===== config.mk =====
export PLATFORM = sky130hd
export DESIGN_NAME = gated_sixteen_bit_timer
export DESIGN_NICKNAME = d
export VERILOG_FILES = /design/src/hdl/gated_timer_pkg.sv /design/src/hdl/count_prescaler.sv /design/src/hdl/gated_sixteen_bit_timer.sv
export VERILOG_INCLUDE_DIRS = /design/src /design/src/hdl
export SDC_FILE = /design/constraint.sdc
export NUM_CORES = 1
export LEC_CHECK = 0
export BUFFER_PORTS_ARGS = -buffer_cell sky130_fd_sc_hd__buf_4
export CAP_MARGIN = 20
export CORE_UTILIZATION = 45
export DETAILED_ROUTE_END_ITERATION = 16
export GPL_TIMING_DRIVEN = 0
export HOLD_SLACK_MARGIN = 0.03
export PLACE_DENSITY = 0.71
export SLEW_MARGIN = 25
export SYNTH_ARGS = -nofsm -noshare
export SYNTH_HDL_FRONTEND = slang
export SYNTH_SLANG_ARGS = --single-unit

===== constraint.sdc =====
create_clock -name pclk -period 4.72 [get_ports pclk]
set_clock_uncertainty 0.05 [all_clocks]
set_input_delay 0.944 -clock pclk [delete_from_list [all_inputs] [get_ports pclk]]
set_output_delay 0.944 -clock pclk [all_outputs]
set_load 0.1 [all_outputs]

===== src/hdl/gated_timer_cfg.svh =====
// offsets, field positions, reset values and timing counts of the gated timer
// assumes a byte-addressed APB bus with one aligned 32-bit word per register
`ifndef GATED_TIMER_CFG_SVH
`define GATED_TIMER_CFG_SVH

// ----------------------------------------------------------------------------
// register byte offsets
// ----------------------------------------------------------------------------
`define ADDR_W 8
`define OFS_COUNT_LOW 8'h00
`define OFS_COUNT_HIGH 8'h04
`define OFS_CONTROL 8'h08
`define OFS_STATUS 8'h0C
`define OFS_PORT_DIR 8'h10
`define OFS_PIN_LEVEL 8'h14

// ----------------------------------------------------------------------------
// field positions
// ----------------------------------------------------------------------------
`define BIT_ROLLOVER 0
`define BIT_PIN4 0
`define BIT_PIN5 1

// ----------------------------------------------------------------------------
// reset values and forced pin values
// ----------------------------------------------------------------------------
`define RST_CONTROL 8'h00
`define RST_PORT_DIR 2'h3
`define PINS_FORCED_DIR 2'h3
`define PINS_FORCED_LEVEL 2'h0

// ----------------------------------------------------------------------------
// timing counts
// ----------------------------------------------------------------------------
// instruction clock is pclk divided by four; last phase of the four
`define INSTR_LAST_PHASE 2'h3
`define COUNT_ALL_ONES 16'hFFFF

`endif


===== src/hdl/gated_timer_pkg.sv =====
// types shared by the gated sixteen-bit timer and its prescaler
// assumes gated_timer_cfg.svh is on the include path
`include "gated_timer_cfg.svh"

package gated_timer_pkg;

    typedef struct packed {
        logic [`ADDR_W-1:0] paddr;
        logic psel;
        logic penable;
        logic pwrite;
        logic [31:0] pwdata;
    } apb_req_t;

    typedef struct packed {
        logic [31:0] prdata;
        logic pready;
        logic pslverr;
    } apb_rsp_t;

    // bit order follows the control register, bit 7 first
    typedef struct packed {
        logic gate_polarity;
        logic gate_enable;
        logic [1:0] prescale_select;
        logic lp_osc_enable;
        logic sync_bypass;
        logic clock_source_select;
        logic timer_on;
    } ctrl_t;

    typedef enum logic [1:0] {
        WAIT_LOW = 2'b01,
        ARMED = 2'b10
    } arm_state_t;

    typedef struct packed {
        logic [2:0] count;
        logic toggle;
    } prescale_state_t;

    typedef struct packed {
        logic [15:0] count;
        ctrl_t ctrl;
        logic rollover_flag;
        logic [1:0] port_dir;
        logic [1:0] pin_dir_out;
        logic [1:0] phase;
        logic ext_s1;
        logic ext_s2;
        logic osc_s1;
        logic osc_s2;
        logic src_prev;
        logic gate_s1;
        logic gate_s2;
        logic [1:0] pins_s1;
        logic [1:0] pins_s2;
        logic [2:0] psc_sync;
        arm_state_t arm;
        logic wake;
        logic lp_osc_run;
        apb_rsp_t rsp;
    } timer_state_t;

endpackage : gated_timer_pkg


===== src/hdl/count_prescaler.sv =====
// divide-by-1/2/4/8 prescaler for the count tick
// assumes tick_in is a one-cycle pulse on clk; clear has priority over counting
`timescale 1ns/1ps

module count_prescaler (
    input wire logic clk,
    input wire logic rst_n,
    input wire logic clear,
    input wire logic tick_in,
    input wire logic [1:0] select,
    output logic tick_out,
    output logic toggle
);
    import gated_timer_pkg::*;

    prescale_state_t s;
    prescale_state_t next_s;
    logic [2:0] mask;

    always_comb
    begin
        next_s = s;
        mask = 3'((4'h1 << select) - 4'h1);
        tick_out = tick_in && ((s.count & mask) == mask);
        if (clear)
        begin
            next_s.count = 3'h0;
        end
        else if (tick_in)
        begin
            next_s.count = s.count + 3'h1;
        end
        // toggle carries the divided tick as a level for a synchroniser
        if (tick_out)
        begin
            next_s.toggle = ~s.toggle;
        end
    end

    always_ff @(posedge clk or negedge rst_n)
    begin
        if (!rst_n)
        begin
            s <= '0;
        end
        else
        begin
            s <= next_s;
        end
    end

    assign toggle = s.toggle;

endmodule : count_prescaler


===== src/hdl/gated_sixteen_bit_timer.sv =====
// gated sixteen-bit timer/counter with prescaler, APB register slave
// assumes pclk is the system clock (Fosc); pins and the crystal are sampled
// Overview of operation
// - 16-bit counter seen as two byte registers
// - byte writes load the running counter immediately
// - source select: instruction clock or external input
// - internal source advances per prescaled instruction group
// - external source counts rising edges
// - external count synchronised or bypassed per control
// - crystal oscillator may clock the counter
// - first rising edge needs prior falling edge
// - prescaler divides by 1, 2, 4, 8
// - prescaler hidden, cleared by count writes
// - oscillator enable starts crystal, runs in sleep
// - oscillator usable only with permitted system clock
// - oscillator forces pins input, levels read zero
// - bypass mode counts independent of phase clocks
// - async mode counts in sleep, overflow wakes
// - mode switch may lose or add one
// - wrap to zero sets rollover flag
// - prescale codes 00/01/10/11 give 1/2/4/8
// - timer on, optionally gated by gate pin
// - gate polarity selects active level
`timescale 1ns/1ps
`include "gated_timer_cfg.svh"

module gated_sixteen_bit_timer (
    input wire logic pclk,
    input wire logic presetn,
    input gated_timer_pkg::apb_req_t apb_req,
    output gated_timer_pkg::apb_rsp_t apb_rsp,
    input wire logic ext_count_input,
    input wire logic crystal_in,
    input wire logic gate_pin,
    input wire logic pin5_level,
    input wire logic pin4_level,
    input wire logic sleep,
    input wire logic internal_oscillator,
    input wire logic lp_osc_mode,
    output logic lp_osc_run,
    output logic pin5_direction,
    output logic pin4_direction,
    output logic rollover_flag,
    output logic wake
);
    import gated_timer_pkg::*;

    timer_state_t s;
    timer_state_t next_s;

    // ------------------------------------------------------------------------
    // register read mux
    // ------------------------------------------------------------------------
    function automatic logic [32:0] read_word(input logic [`ADDR_W-1:0] addr,
                                              input timer_state_t st);
        logic [32:0] r;
        r = {1'b0, 32'h0};
        case (addr)
            `OFS_COUNT_LOW: r[7:0] = st.count[7:0];
            `OFS_COUNT_HIGH: r[7:0] = st.count[15:8];
            `OFS_CONTROL: r[7:0] = st.ctrl;
            `OFS_STATUS: r[`BIT_ROLLOVER] = st.rollover_flag;
            `OFS_PORT_DIR: r[1:0] = st.lp_osc_run ? `PINS_FORCED_DIR : st.port_dir;
            `OFS_PIN_LEVEL: r[1:0] = st.lp_osc_run ? `PINS_FORCED_LEVEL : st.pins_s2;
            default: r[32] = 1'b1;
        endcase
        return r;
    endfunction : read_word

    logic setup;
    logic wr;
    logic wr_low;
    logic wr_high;
    logic count_wr;
    logic [32:0] rd;
    logic ext_level;
    logic ext_rise;
    logic ext_fall;
    logic instr_tick;
    logic gate_active;
    logic run;
    logic src_tick;
    logic psc_tick;
    logic psc_toggle;
    logic sync_inc;
    logic inc;
    logic wrap;

    // ------------------------------------------------------------------------
    // prescaler
    // ------------------------------------------------------------------------
    count_prescaler u_prescaler (
        .clk(pclk),
        .rst_n(presetn),
        .clear(count_wr),
        .tick_in(src_tick),
        .select(s.ctrl.prescale_select),
        .tick_out(psc_tick),
        .toggle(psc_toggle)
    );

    // ------------------------------------------------------------------------
    // next state
    // ------------------------------------------------------------------------
    always_comb
    begin
        next_s = s;

        // ----------------------------------------------------------------
        // apb: answer one cycle after setup, write lands at the access edge
        // ----------------------------------------------------------------
        setup = apb_req.psel && !apb_req.penable;
        rd = read_word(apb_req.paddr, s);
        wr = apb_req.psel && apb_req.penable && s.rsp.pready && apb_req.pwrite &&
             !s.rsp.pslverr;
        wr_low = wr && (apb_req.paddr == `OFS_COUNT_LOW);
        wr_high = wr && (apb_req.paddr == `OFS_COUNT_HIGH);
        count_wr = wr_low || wr_high;
        next_s.rsp.pready = setup;
        if (setup)
        begin
            next_s.rsp.prdata = rd[31:0];
            next_s.rsp.pslverr = rd[32];
        end

        // ----------------------------------------------------------------
        // pin samplers, two stages each before use
        // ----------------------------------------------------------------
        next_s.ext_s1 = ext_count_input;
        next_s.ext_s2 = s.ext_s1;
        next_s.osc_s1 = crystal_in;
        next_s.osc_s2 = s.osc_s1;
        next_s.gate_s1 = gate_pin;
        next_s.gate_s2 = s.gate_s1;
        next_s.pins_s1 = {pin5_level, pin4_level};
        next_s.pins_s2 = s.pins_s1;

        // ----------------------------------------------------------------
        // oscillator is a level kept through sleep
        // ----------------------------------------------------------------
        next_s.lp_osc_run = s.ctrl.lp_osc_enable &&
                            (internal_oscillator || lp_osc_mode);
        next_s.pin_dir_out = s.lp_osc_run ? `PINS_FORCED_DIR : s.port_dir;

        // ----------------------------------------------------------------
        // external source: crystal replaces the count pin while it runs
        // ----------------------------------------------------------------
        ext_level = s.lp_osc_run ? s.osc_s2 : s.ext_s2;
        next_s.src_prev = ext_level;
        ext_rise = ext_level && !s.src_prev;
        ext_fall = !ext_level && s.src_prev;

        case (s.arm)
            WAIT_LOW:
            begin
                if (s.ctrl.timer_on && s.ctrl.clock_source_select && ext_fall)
                begin
                    next_s.arm = ARMED;
                end
            end
            ARMED:
            begin
                if (!s.ctrl.timer_on || !s.ctrl.clock_source_select)
                begin
                    next_s.arm = WAIT_LOW;
                end
            end
            default: next_s.arm = WAIT_LOW;
        endcase

        // ----------------------------------------------------------------
        // instruction clock: one tick per four pclk, frozen in sleep
        // ----------------------------------------------------------------
        next_s.phase = sleep ? s.phase : s.phase + 2'h1;
        instr_tick = !sleep && (s.phase == `INSTR_LAST_PHASE);

        gate_active = (s.gate_s2 == s.ctrl.gate_polarity);
        run = s.ctrl.timer_on && (!s.ctrl.gate_enable || gate_active);
        if (s.ctrl.clock_source_select)
        begin
            src_tick = run && ext_rise && (s.arm == ARMED);
        end
        else
        begin
            src_tick = run && instr_tick;
        end

        // ----------------------------------------------------------------
        // synchronised path: prescaled toggle through two more stages
        // ----------------------------------------------------------------
        next_s.psc_sync = {s.psc_sync[1:0], psc_toggle};
        sync_inc = (s.psc_sync[2] != s.psc_sync[1]);
        if (s.ctrl.clock_source_select && s.ctrl.sync_bypass)
        begin
            inc = psc_tick;
        end
        else if (s.ctrl.clock_source_select)
        begin
            // switching modes may drop or add one step here
            inc = sync_inc && !sleep;
        end
        else
        begin
            inc = psc_tick;
        end

        // ----------------------------------------------------------------
        // counter: a software write wins over an increment in the same cycle
        // ----------------------------------------------------------------
        wrap = inc && (s.count == `COUNT_ALL_ONES);
        if (count_wr)
        begin
            if (wr_low)
            begin
                next_s.count[7:0] = apb_req.pwdata[7:0];
            end
            if (wr_high)
            begin
                next_s.count[15:8] = apb_req.pwdata[7:0];
            end
        end
        else if (inc)
        begin
            next_s.count = s.count + 16'h1;
        end

        // control and port registers
        if (wr && (apb_req.paddr == `OFS_CONTROL))
        begin
            next_s.ctrl = ctrl_t'(apb_req.pwdata[7:0]);
        end
        if (wr && (apb_req.paddr == `OFS_PORT_DIR))
        begin
            next_s.port_dir = apb_req.pwdata[1:0];
        end

        // ----------------------------------------------------------------
        // rollover flag: write one to clear, a wrap in the same cycle wins
        // ----------------------------------------------------------------
        if (wr && (apb_req.paddr == `OFS_STATUS) && apb_req.pwdata[`BIT_ROLLOVER])
        begin
            next_s.rollover_flag = 1'b0;
        end
        if (wrap && !count_wr)
        begin
            next_s.rollover_flag = 1'b1;
        end

        // wake request held until the processor leaves sleep
        if (!sleep)
        begin
            next_s.wake = 1'b0;
        end
        else if (wrap && !count_wr)
        begin
            next_s.wake = 1'b1;
        end
    end

    // ------------------------------------------------------------------------
    // state register
    // ------------------------------------------------------------------------
    // the count value is not touched by reset; it holds whatever it had
    always_ff @(posedge pclk or negedge presetn)
    begin
        if (!presetn)
        begin
            s.ctrl <= ctrl_t'(`RST_CONTROL);
            s.rollover_flag <= 1'b0;
            s.port_dir <= `RST_PORT_DIR;
            s.pin_dir_out <= `RST_PORT_DIR;
            s.phase <= 2'h0;
            s.ext_s1 <= 1'b0;
            s.ext_s2 <= 1'b0;
            s.osc_s1 <= 1'b0;
            s.osc_s2 <= 1'b0;
            s.src_prev <= 1'b0;
            s.gate_s1 <= 1'b0;
            s.gate_s2 <= 1'b0;
            s.pins_s1 <= 2'h0;
            s.pins_s2 <= 2'h0;
            s.psc_sync <= 3'h0;
            s.arm <= WAIT_LOW;
            s.wake <= 1'b0;
            s.lp_osc_run <= 1'b0;
            s.rsp <= '0;
        end
        else
        begin
            s <= next_s;
        end
    end

    // ------------------------------------------------------------------------
    // outputs
    // ------------------------------------------------------------------------
    assign apb_rsp = s.rsp;
    assign lp_osc_run = s.lp_osc_run;
    assign pin5_direction = s.pin_dir_out[`BIT_PIN5];
    assign pin4_direction = s.pin_dir_out[`BIT_PIN4];
    assign rollover_flag = s.rollover_flag;
    assign wake = s.wake;

endmodule : gated_sixteen_bit_timer


==> flow_metrics.py, run 1 <==
metrics = {
    "setup_path": {
        "path_cells": "buf_4 > or4_4 > or3_4 > or2_1 > buf_6 > a31oi_1",
        "worst-path-buf-inv": 2,
        "path_max_fanout": 9,
        "cp_slowest_stage_delay_ps": 760,
        "path_depth": 6,
        "crit_start": "apb_req[36]",
        "reg2reg_from": "s[60]",
        "worst_path_max_delay_cell": "a31oi_1",
        "cp.arrival_ps": 3160,
        "r2r_slack_ps": 1800,
        "rr_endpoint": "s[81]",
        "endpoint": "s[81]",
        "path_delay_family": "simple AND/OR/NAND/NOR gates",
        "path_class": "in2reg",
        "critPathLaunchType": "input port",
        "end_kind": "register",
        "r2r.worst_path.cells": 4,
        "cp.required_ps": 4630,
    },
    "synth": {
        "ys_types": 50,
        "synth_edf_count": 16,
        "syn_area_sq_um": 3260,
        "synth_top_cell_by_area": "dfrtp_1",
        "synth_cells": 304,
        "yosysWarnings": 0,
        "synth_area_leaders": "dfrtp_1 32%, edfxtp_1 15%, buf_4 7.8%, mux2_2 4.5%, dfstp_2 4.0%",
        "ys_seq_elements": 63,
        "syn_area_per_cell_sq_um": 10.7,
        "async_flop_share": 0.746,
        "synth_flop_cell": "dfrtp_1",
        "synth_top_area_share": 0.322,
        "ys_seq_area_frac": 0.510,
    },
    "clocking": {
        "cts.path.max_buffers": 2,
        "clk_pin_slew_ps": 60,
        "cts_resized": 0,
        "postCtsSetupBuffers": 0,
        "clk_latency_ps": 350,
        "cts_max_level": 3,
        "postCtsHoldBufs": 0,
        "cts_tree": "yes",
        "cts_root_buf": "clkbuf_8",
        "cts_buffers": 9,
        "clock_sinks": 63,
    },
    "timing": {
        "period_needed_ps": 3250,
        "max_slew_margin": 0.282,
        "tightest_slew_ps": 1070,
        "period_share": 0.688,
        "hold_viol": 0,
        "setup_tns_ps": 0,
        "max_freq_ghz": 0.308,
        "drv_slew": 0,
        "setup_viol": 0,
        "rsz0062_at_grt": "false",
    },
    "grt": {
        "grt_pass1_wl_microns": 11200,
        "grt_usage": 0.201,
        "overflow": 0,
        "grt_pass1_vias": 2326,
        "antenna_found_initial": 0,
        "grt_start_max_net_pins": 50,
    },
    "drt": {
        "vias": 2457,
        "routed_via_density": 5.11,
        "drt_wl_total_microns": 6830,
        "postRouteAntennaNets": 0,
        "dr.pass1.iters": 4,
        "drtIter0Drc": 244,
        "route.detailed.drc": 0,
        "wl_per_cell_microns": 14.2,
    },
    "layout": {
        "nNetsFinal": 436,
        "layout_common_cells": "76 x buf_4, 42 x dfrtp_1, 24 x a21oi_1, 24 x conb_1, 16 x edfxtp_1",
        "diodes": 0,
        "final_common_cell": "buf_4",
        "fill_cells": 625,
        "drive_above_1_share": 0.317,
        "final_area_sq_um": 3970,
        "area_growth_pct": 21.8,
    },
    "power": {
        "finalPower_w": 0.00122,
        "vdd_drop_max_mv": 0.269,
        "power.density_nw_per_um2": 307,
        "p_leak_nw": 1.78,
    },
    "floorplanning": {
        "std_cell_rows": 30,
        "core_area_sq_um": 6910,
        "io_pins": 92,
        "die_area_sq_um": 7590,
        "dieHeight_microns": 87.1,
        "start_util": 0.472,
        "die_x_microns": 87.1,
    },
    "placed_design": {
        "dp_hpwl_microns": 5010,
        "port_buffers": 42,
        "dpl_cell_area_sq_um": 3780,
        "gp_congestion": 0.935,
    },
    "run_status": {
        "status": "finished clean",
    },
    "hold_path": {
        "min_path_cells": 0,
        "min_path_type": "reg2reg",
    },
    "flow_run": {
        "drv_cap": 0,
    },
}
[stage by stage]
stage / instances / worst slack (ps) / hold slack [ps] / util
floorplan: 327 / 1620 / 281 / -
global placement: 465 / 1180 / 282 / 0.548
detailed placement: 465 / 1150 / 286 / 0.548
CTS: 481 / 1520 / 301 / 0.574
global route: 481 / 1410 / 314 / 0.575
finish: 481 / 1470 / 298 / 0.575
[worst min-delay path by stage]
stage / slack [ps] / startpoint / endpoint
2_1_floorplan: 280 / next_s[39] / next_s[40]
3_3_place_gp: 280 / next_s[45] / s[45]
3_5_place_dp: 290 / next_s[39] / next_s[40]
4_1_cts: 300 / next_s[39] / next_s[40]
5_1_grt: 310 / next_s[39] / next_s[40]
6_report: 300 / next_s[39] / next_s[40]
[cell families (layout without fill, tap and decap cells)]
logic type      after synthesis  in the layout  share of synthesized area
other cells                   1             24                    0.00115
simple gates                 87             87                      0.150
mux                          21             21                     0.0710
flops                        63             63                      0.510
buf+inv                      53            111                      0.105
compound gates               63             63                      0.116
fa+ha+maj                     3              3                     0.0115
xor+xnor                     13             13                     0.0349
[cells in the mapped netlist (3+ instances only)]
library cell and count:
or2_2 3, a21oi_1 24, ha_1 3, a31oi_1 6
or3_1 4, mux2_2 13, buf_4 34, edfxtp_1 16
o31ai_1 7, xor2_1 7, or4_1 4, nand3_1 4
inv_1 9, dfstp_2 5, nand2_1 15, nor2_1 12
nor2b_1 4, clkbuf_1 7, mux2i_1 7, nor3_1 12
and3_1 3, xnor2_1 6, nand4_1 9, nand2b_1 5
dfrtp_1 42, o21ai_0 13, and4_1 3
[cell type report]
type	count	area [sq um]	area share
multi-input combinational	211	1350	0.340
buffer	44	308	0.0775
inverter	9	33.8	0.00851
clock inverter	4	27.5	0.00693
timing repair buffer	42	315	0.0794
tap	96	120	0.0302
clock buffer	12	155	0.0391
sequential	63	1660	0.419
[per-layer routing]
| layer | vias to the layer above | global-route usage | routed length, microns |
|---|---|---|---|
| met1 | 1130 | 0.269 | 3080 |
| met2 | 97 | 0.301 | 3000 |
| met3 | 19 | 0.0379 | 532 |
| met4 | 0 | 0.127 | 219 |
| li1 | 1211 | - | - |
| met5 | - | 0 | 0 |
[where the power goes]
part           leakage [nW]  total [W]  internal (W)  switching, W
Combinational         0.943   0.000203     0.0000567      0.000147
Clock                0.0978   0.000433      0.000221      0.000212
Sequential            0.741   0.000584      0.000574    0.00000970
[sequential cells by signal, indices dropped and copies added (netlist names)]
name,count
pin5_direction,1
apb_rsp,10
u_prescaler.s,3
next_s,7
u_prescaler.toggle,1
rollover_flag,1
s,37
wake,1
lp_osc_run,1
pin4_direction,1
Note: power is estimated with default switching activity, not from simulation.
==> run 2, diff against run 1 <==
==> constraint.sdc (replaced) <==
create_clock -name pclk -period 3.1 [get_ports pclk]
set_clock_uncertainty 0.05 [all_clocks]
set_input_delay 0.62 -clock pclk [delete_from_list [all_inputs] [get_ports pclk]]
set_output_delay 0.62 -clock pclk [all_outputs]
set_load 0.1 [all_outputs]
==> run 2 against run 1 <==
- sequential cell count unchanged
- sequential share of layout area is 0.066 points lower
- first-iteration DRC count fell by 10%
- setup slack got worse by 1000 ps
- utilization grew 0.091 points
- routed wire length increased by 0.56%
- critical path depth is 2 lower
- final area up 0.16%
- via count is essentially flat
==> flow_metrics.py, run 2 (synthesized netlist as in run 1, its figures left out) <==
metrics = {
    "clocking": {
        "cts.path.max_buffers": 2,
        "postCtsHoldBufs": 0,
        "clk_pin_slew_ps": 70,
        "cts_buffers": 9,
        "cts_tree": "yes",
        "postCtsSetupBuffers": 0,
        "clock_sinks": 63,
        "clk_latency_ps": 350,
        "cts_max_level": 3,
        "cts_resized": 0,
        "cts_root_buf": "clkbuf_8",
    },
    "layout": {
        "largest_reg_flops": 37,
        "final_util": 0.576,
        "multi_input_area_sq_um": 1360,
        "final_common_cell": "buf_4",
        "fill_cells": 624,
        "layout_common_cells": "76 x buf_4, 42 x dfrtp_1, 24 x a21oi_1, 24 x conb_1, 16 x edfxtp_1",
        "nNetsFinal": 436,
        "largest-register": "s",
        "drive_above_1_share": 0.319,
        "area_growth_pct": 22.0,
        "final_area_sq_um": 3980,
        "regArea_sq_um": 1660,
        "diodes": 0,
    },
    "drt": {
        "drtIter0Drc": 219,
        "wl_per_cell_microns": 14.3,
        "dr.pass1.iters": 4,
        "route.detailed.drc": 0,
        "routed_via_density": 5.11,
        "vias": 2459,
        "postRouteAntennaNets": 0,
        "drt_wl_total_microns": 6870,
    },
    "setup_path": {
        "critPathLaunchType": "register",
        "end_kind": "register",
        "r2r_slack_ps": 450,
        "cp.arrival_ps": 2590,
        "rr_endpoint": "s[81]",
        "reg2reg_from": "s[60]",
        "crit_start": "s[60]",
        "cp_slowest_stage_delay_ps": 660,
        "worst_path_max_delay_cell": "or4_1",
        "r2r.worst_path.cells": 4,
        "path_cells": "nor4bb_1 > a22oi_1 > or4_1 > a31oi_2",
        "cp.required_ps": 3030,
        "path_class": "reg2reg",
        "path_max_fanout": 8,
    },
    "placed_design": {
        "dpl_cell_area_sq_um": 3780,
        "port_buffers": 42,
        "dp_hpwl_microns": 5010,
        "gp_congestion": 0.935,
        "place_ws_ps": -144,
    },
    "grt": {
        "busiest_layer": "met2",
        "grt_use_met1": 0.269,
        "grt_start_max_net_pins": 50,
        "grt_pass1_vias": 2326,
        "grt_pass1_wl_microns": 11200,
        "antenna_found_initial": 0,
        "overflow": 0,
        "grtUsageMet3": 0.0379,
        "globalRouteMet2Util": 0.301,
        "grt_usage": 0.201,
    },
    "floorplanning": {
        "start_util": 0.472,
        "die_area_sq_um": 7590,
        "std_cell_rows": 30,
        "core_area_sq_um": 6910,
        "dieHeight_microns": 87.1,
        "die_x_microns": 87.1,
        "io_pins": 92,
    },
    "timing": {
        "period_share": 0.856,
        "drv_slew": 0,
        "period_needed_ps": 2650,
        "layout_setup_ws_ps": 446,
        "hold_viol": 0,
        "tightest_slew_ps": 655,
        "setup_tns_ps": 0,
        "setup_viol": 0,
        "max_freq_ghz": 0.377,
        "max_slew_margin": 0.563,
        "rsz0062_at_grt": "false",
    },
    "power": {
        "vdd_drop_max_mv": 0.411,
        "p_leak_nw": 1.78,
        "finalPower_w": 0.00186,
        "power.density_nw_per_um2": 468,
    },
    "flow_run": {
        "drv_cap": 0,
    },
    "run_status": {
        "status": "finished clean",
    },
    "hold_path": {
        "min_path_type": "in2async",
    },
}
run 2: cell counts in the layout (fill, tap and decap cells not counted):
No cell type changed its count.
run 2: layer usage:
metal  share of wire  wire length, microns
met1            0.46                  3150
met4           0.029                   199
met2            0.45                  3070
met5               0                     0
met3           0.065                   446
run 2: per-stage QoR:
| step | std cells | hold WS [ps] |
|---|---|---|
| detailed placement | 465 | 286 |
| floorplan | 327 | 274 |
| finish | 481 | 220 |
| global placement | 465 | 282 |
| CTS | 481 | 235 |
| global route | 481 | 273 |
run 2: layout make-up:
cell class | count | area share
Buffer | 44 | 0.0774
Clock buffer | 12 | 0.0390
Clock inverter | 4 | 0.00692
Inverter | 9 | 0.00849
Multi-Input combinational cell | 211 | 0.341
Sequential cell | 63 | 0.418
Tap cell | 96 | 0.0302
Timing Repair Buffer | 42 | 0.0793
run 2: critical path, delay by kind of cell (launching register included):
kind | cells | cell delay (ps)
AO/OA/AOI/OAI | 2 | 830
AND/OR/NAND/NOR | 2 | 930
flip-flops | 1 | 470
run 2: how the worst max path moves through the flow:
stage | endpoint | slack [ps]
finish | s[81] | 450
detailed placement | s[71] | -140
global placement | s[72] | -120
floorplan | s[67] | 140
global route | s[75] | 270
CTS | s[74] | 200
run 2: report_power, final:
part / internal [W] / switching [W] / total (W)
sequential: 0.000874 / 0.0000148 / 0.000889
clock: 0.000337 / 0.000327 / 0.000664
combinational: 0.0000863 / 0.000224 / 0.000310
total: 0.00130 / 0.000565 / 0.00186
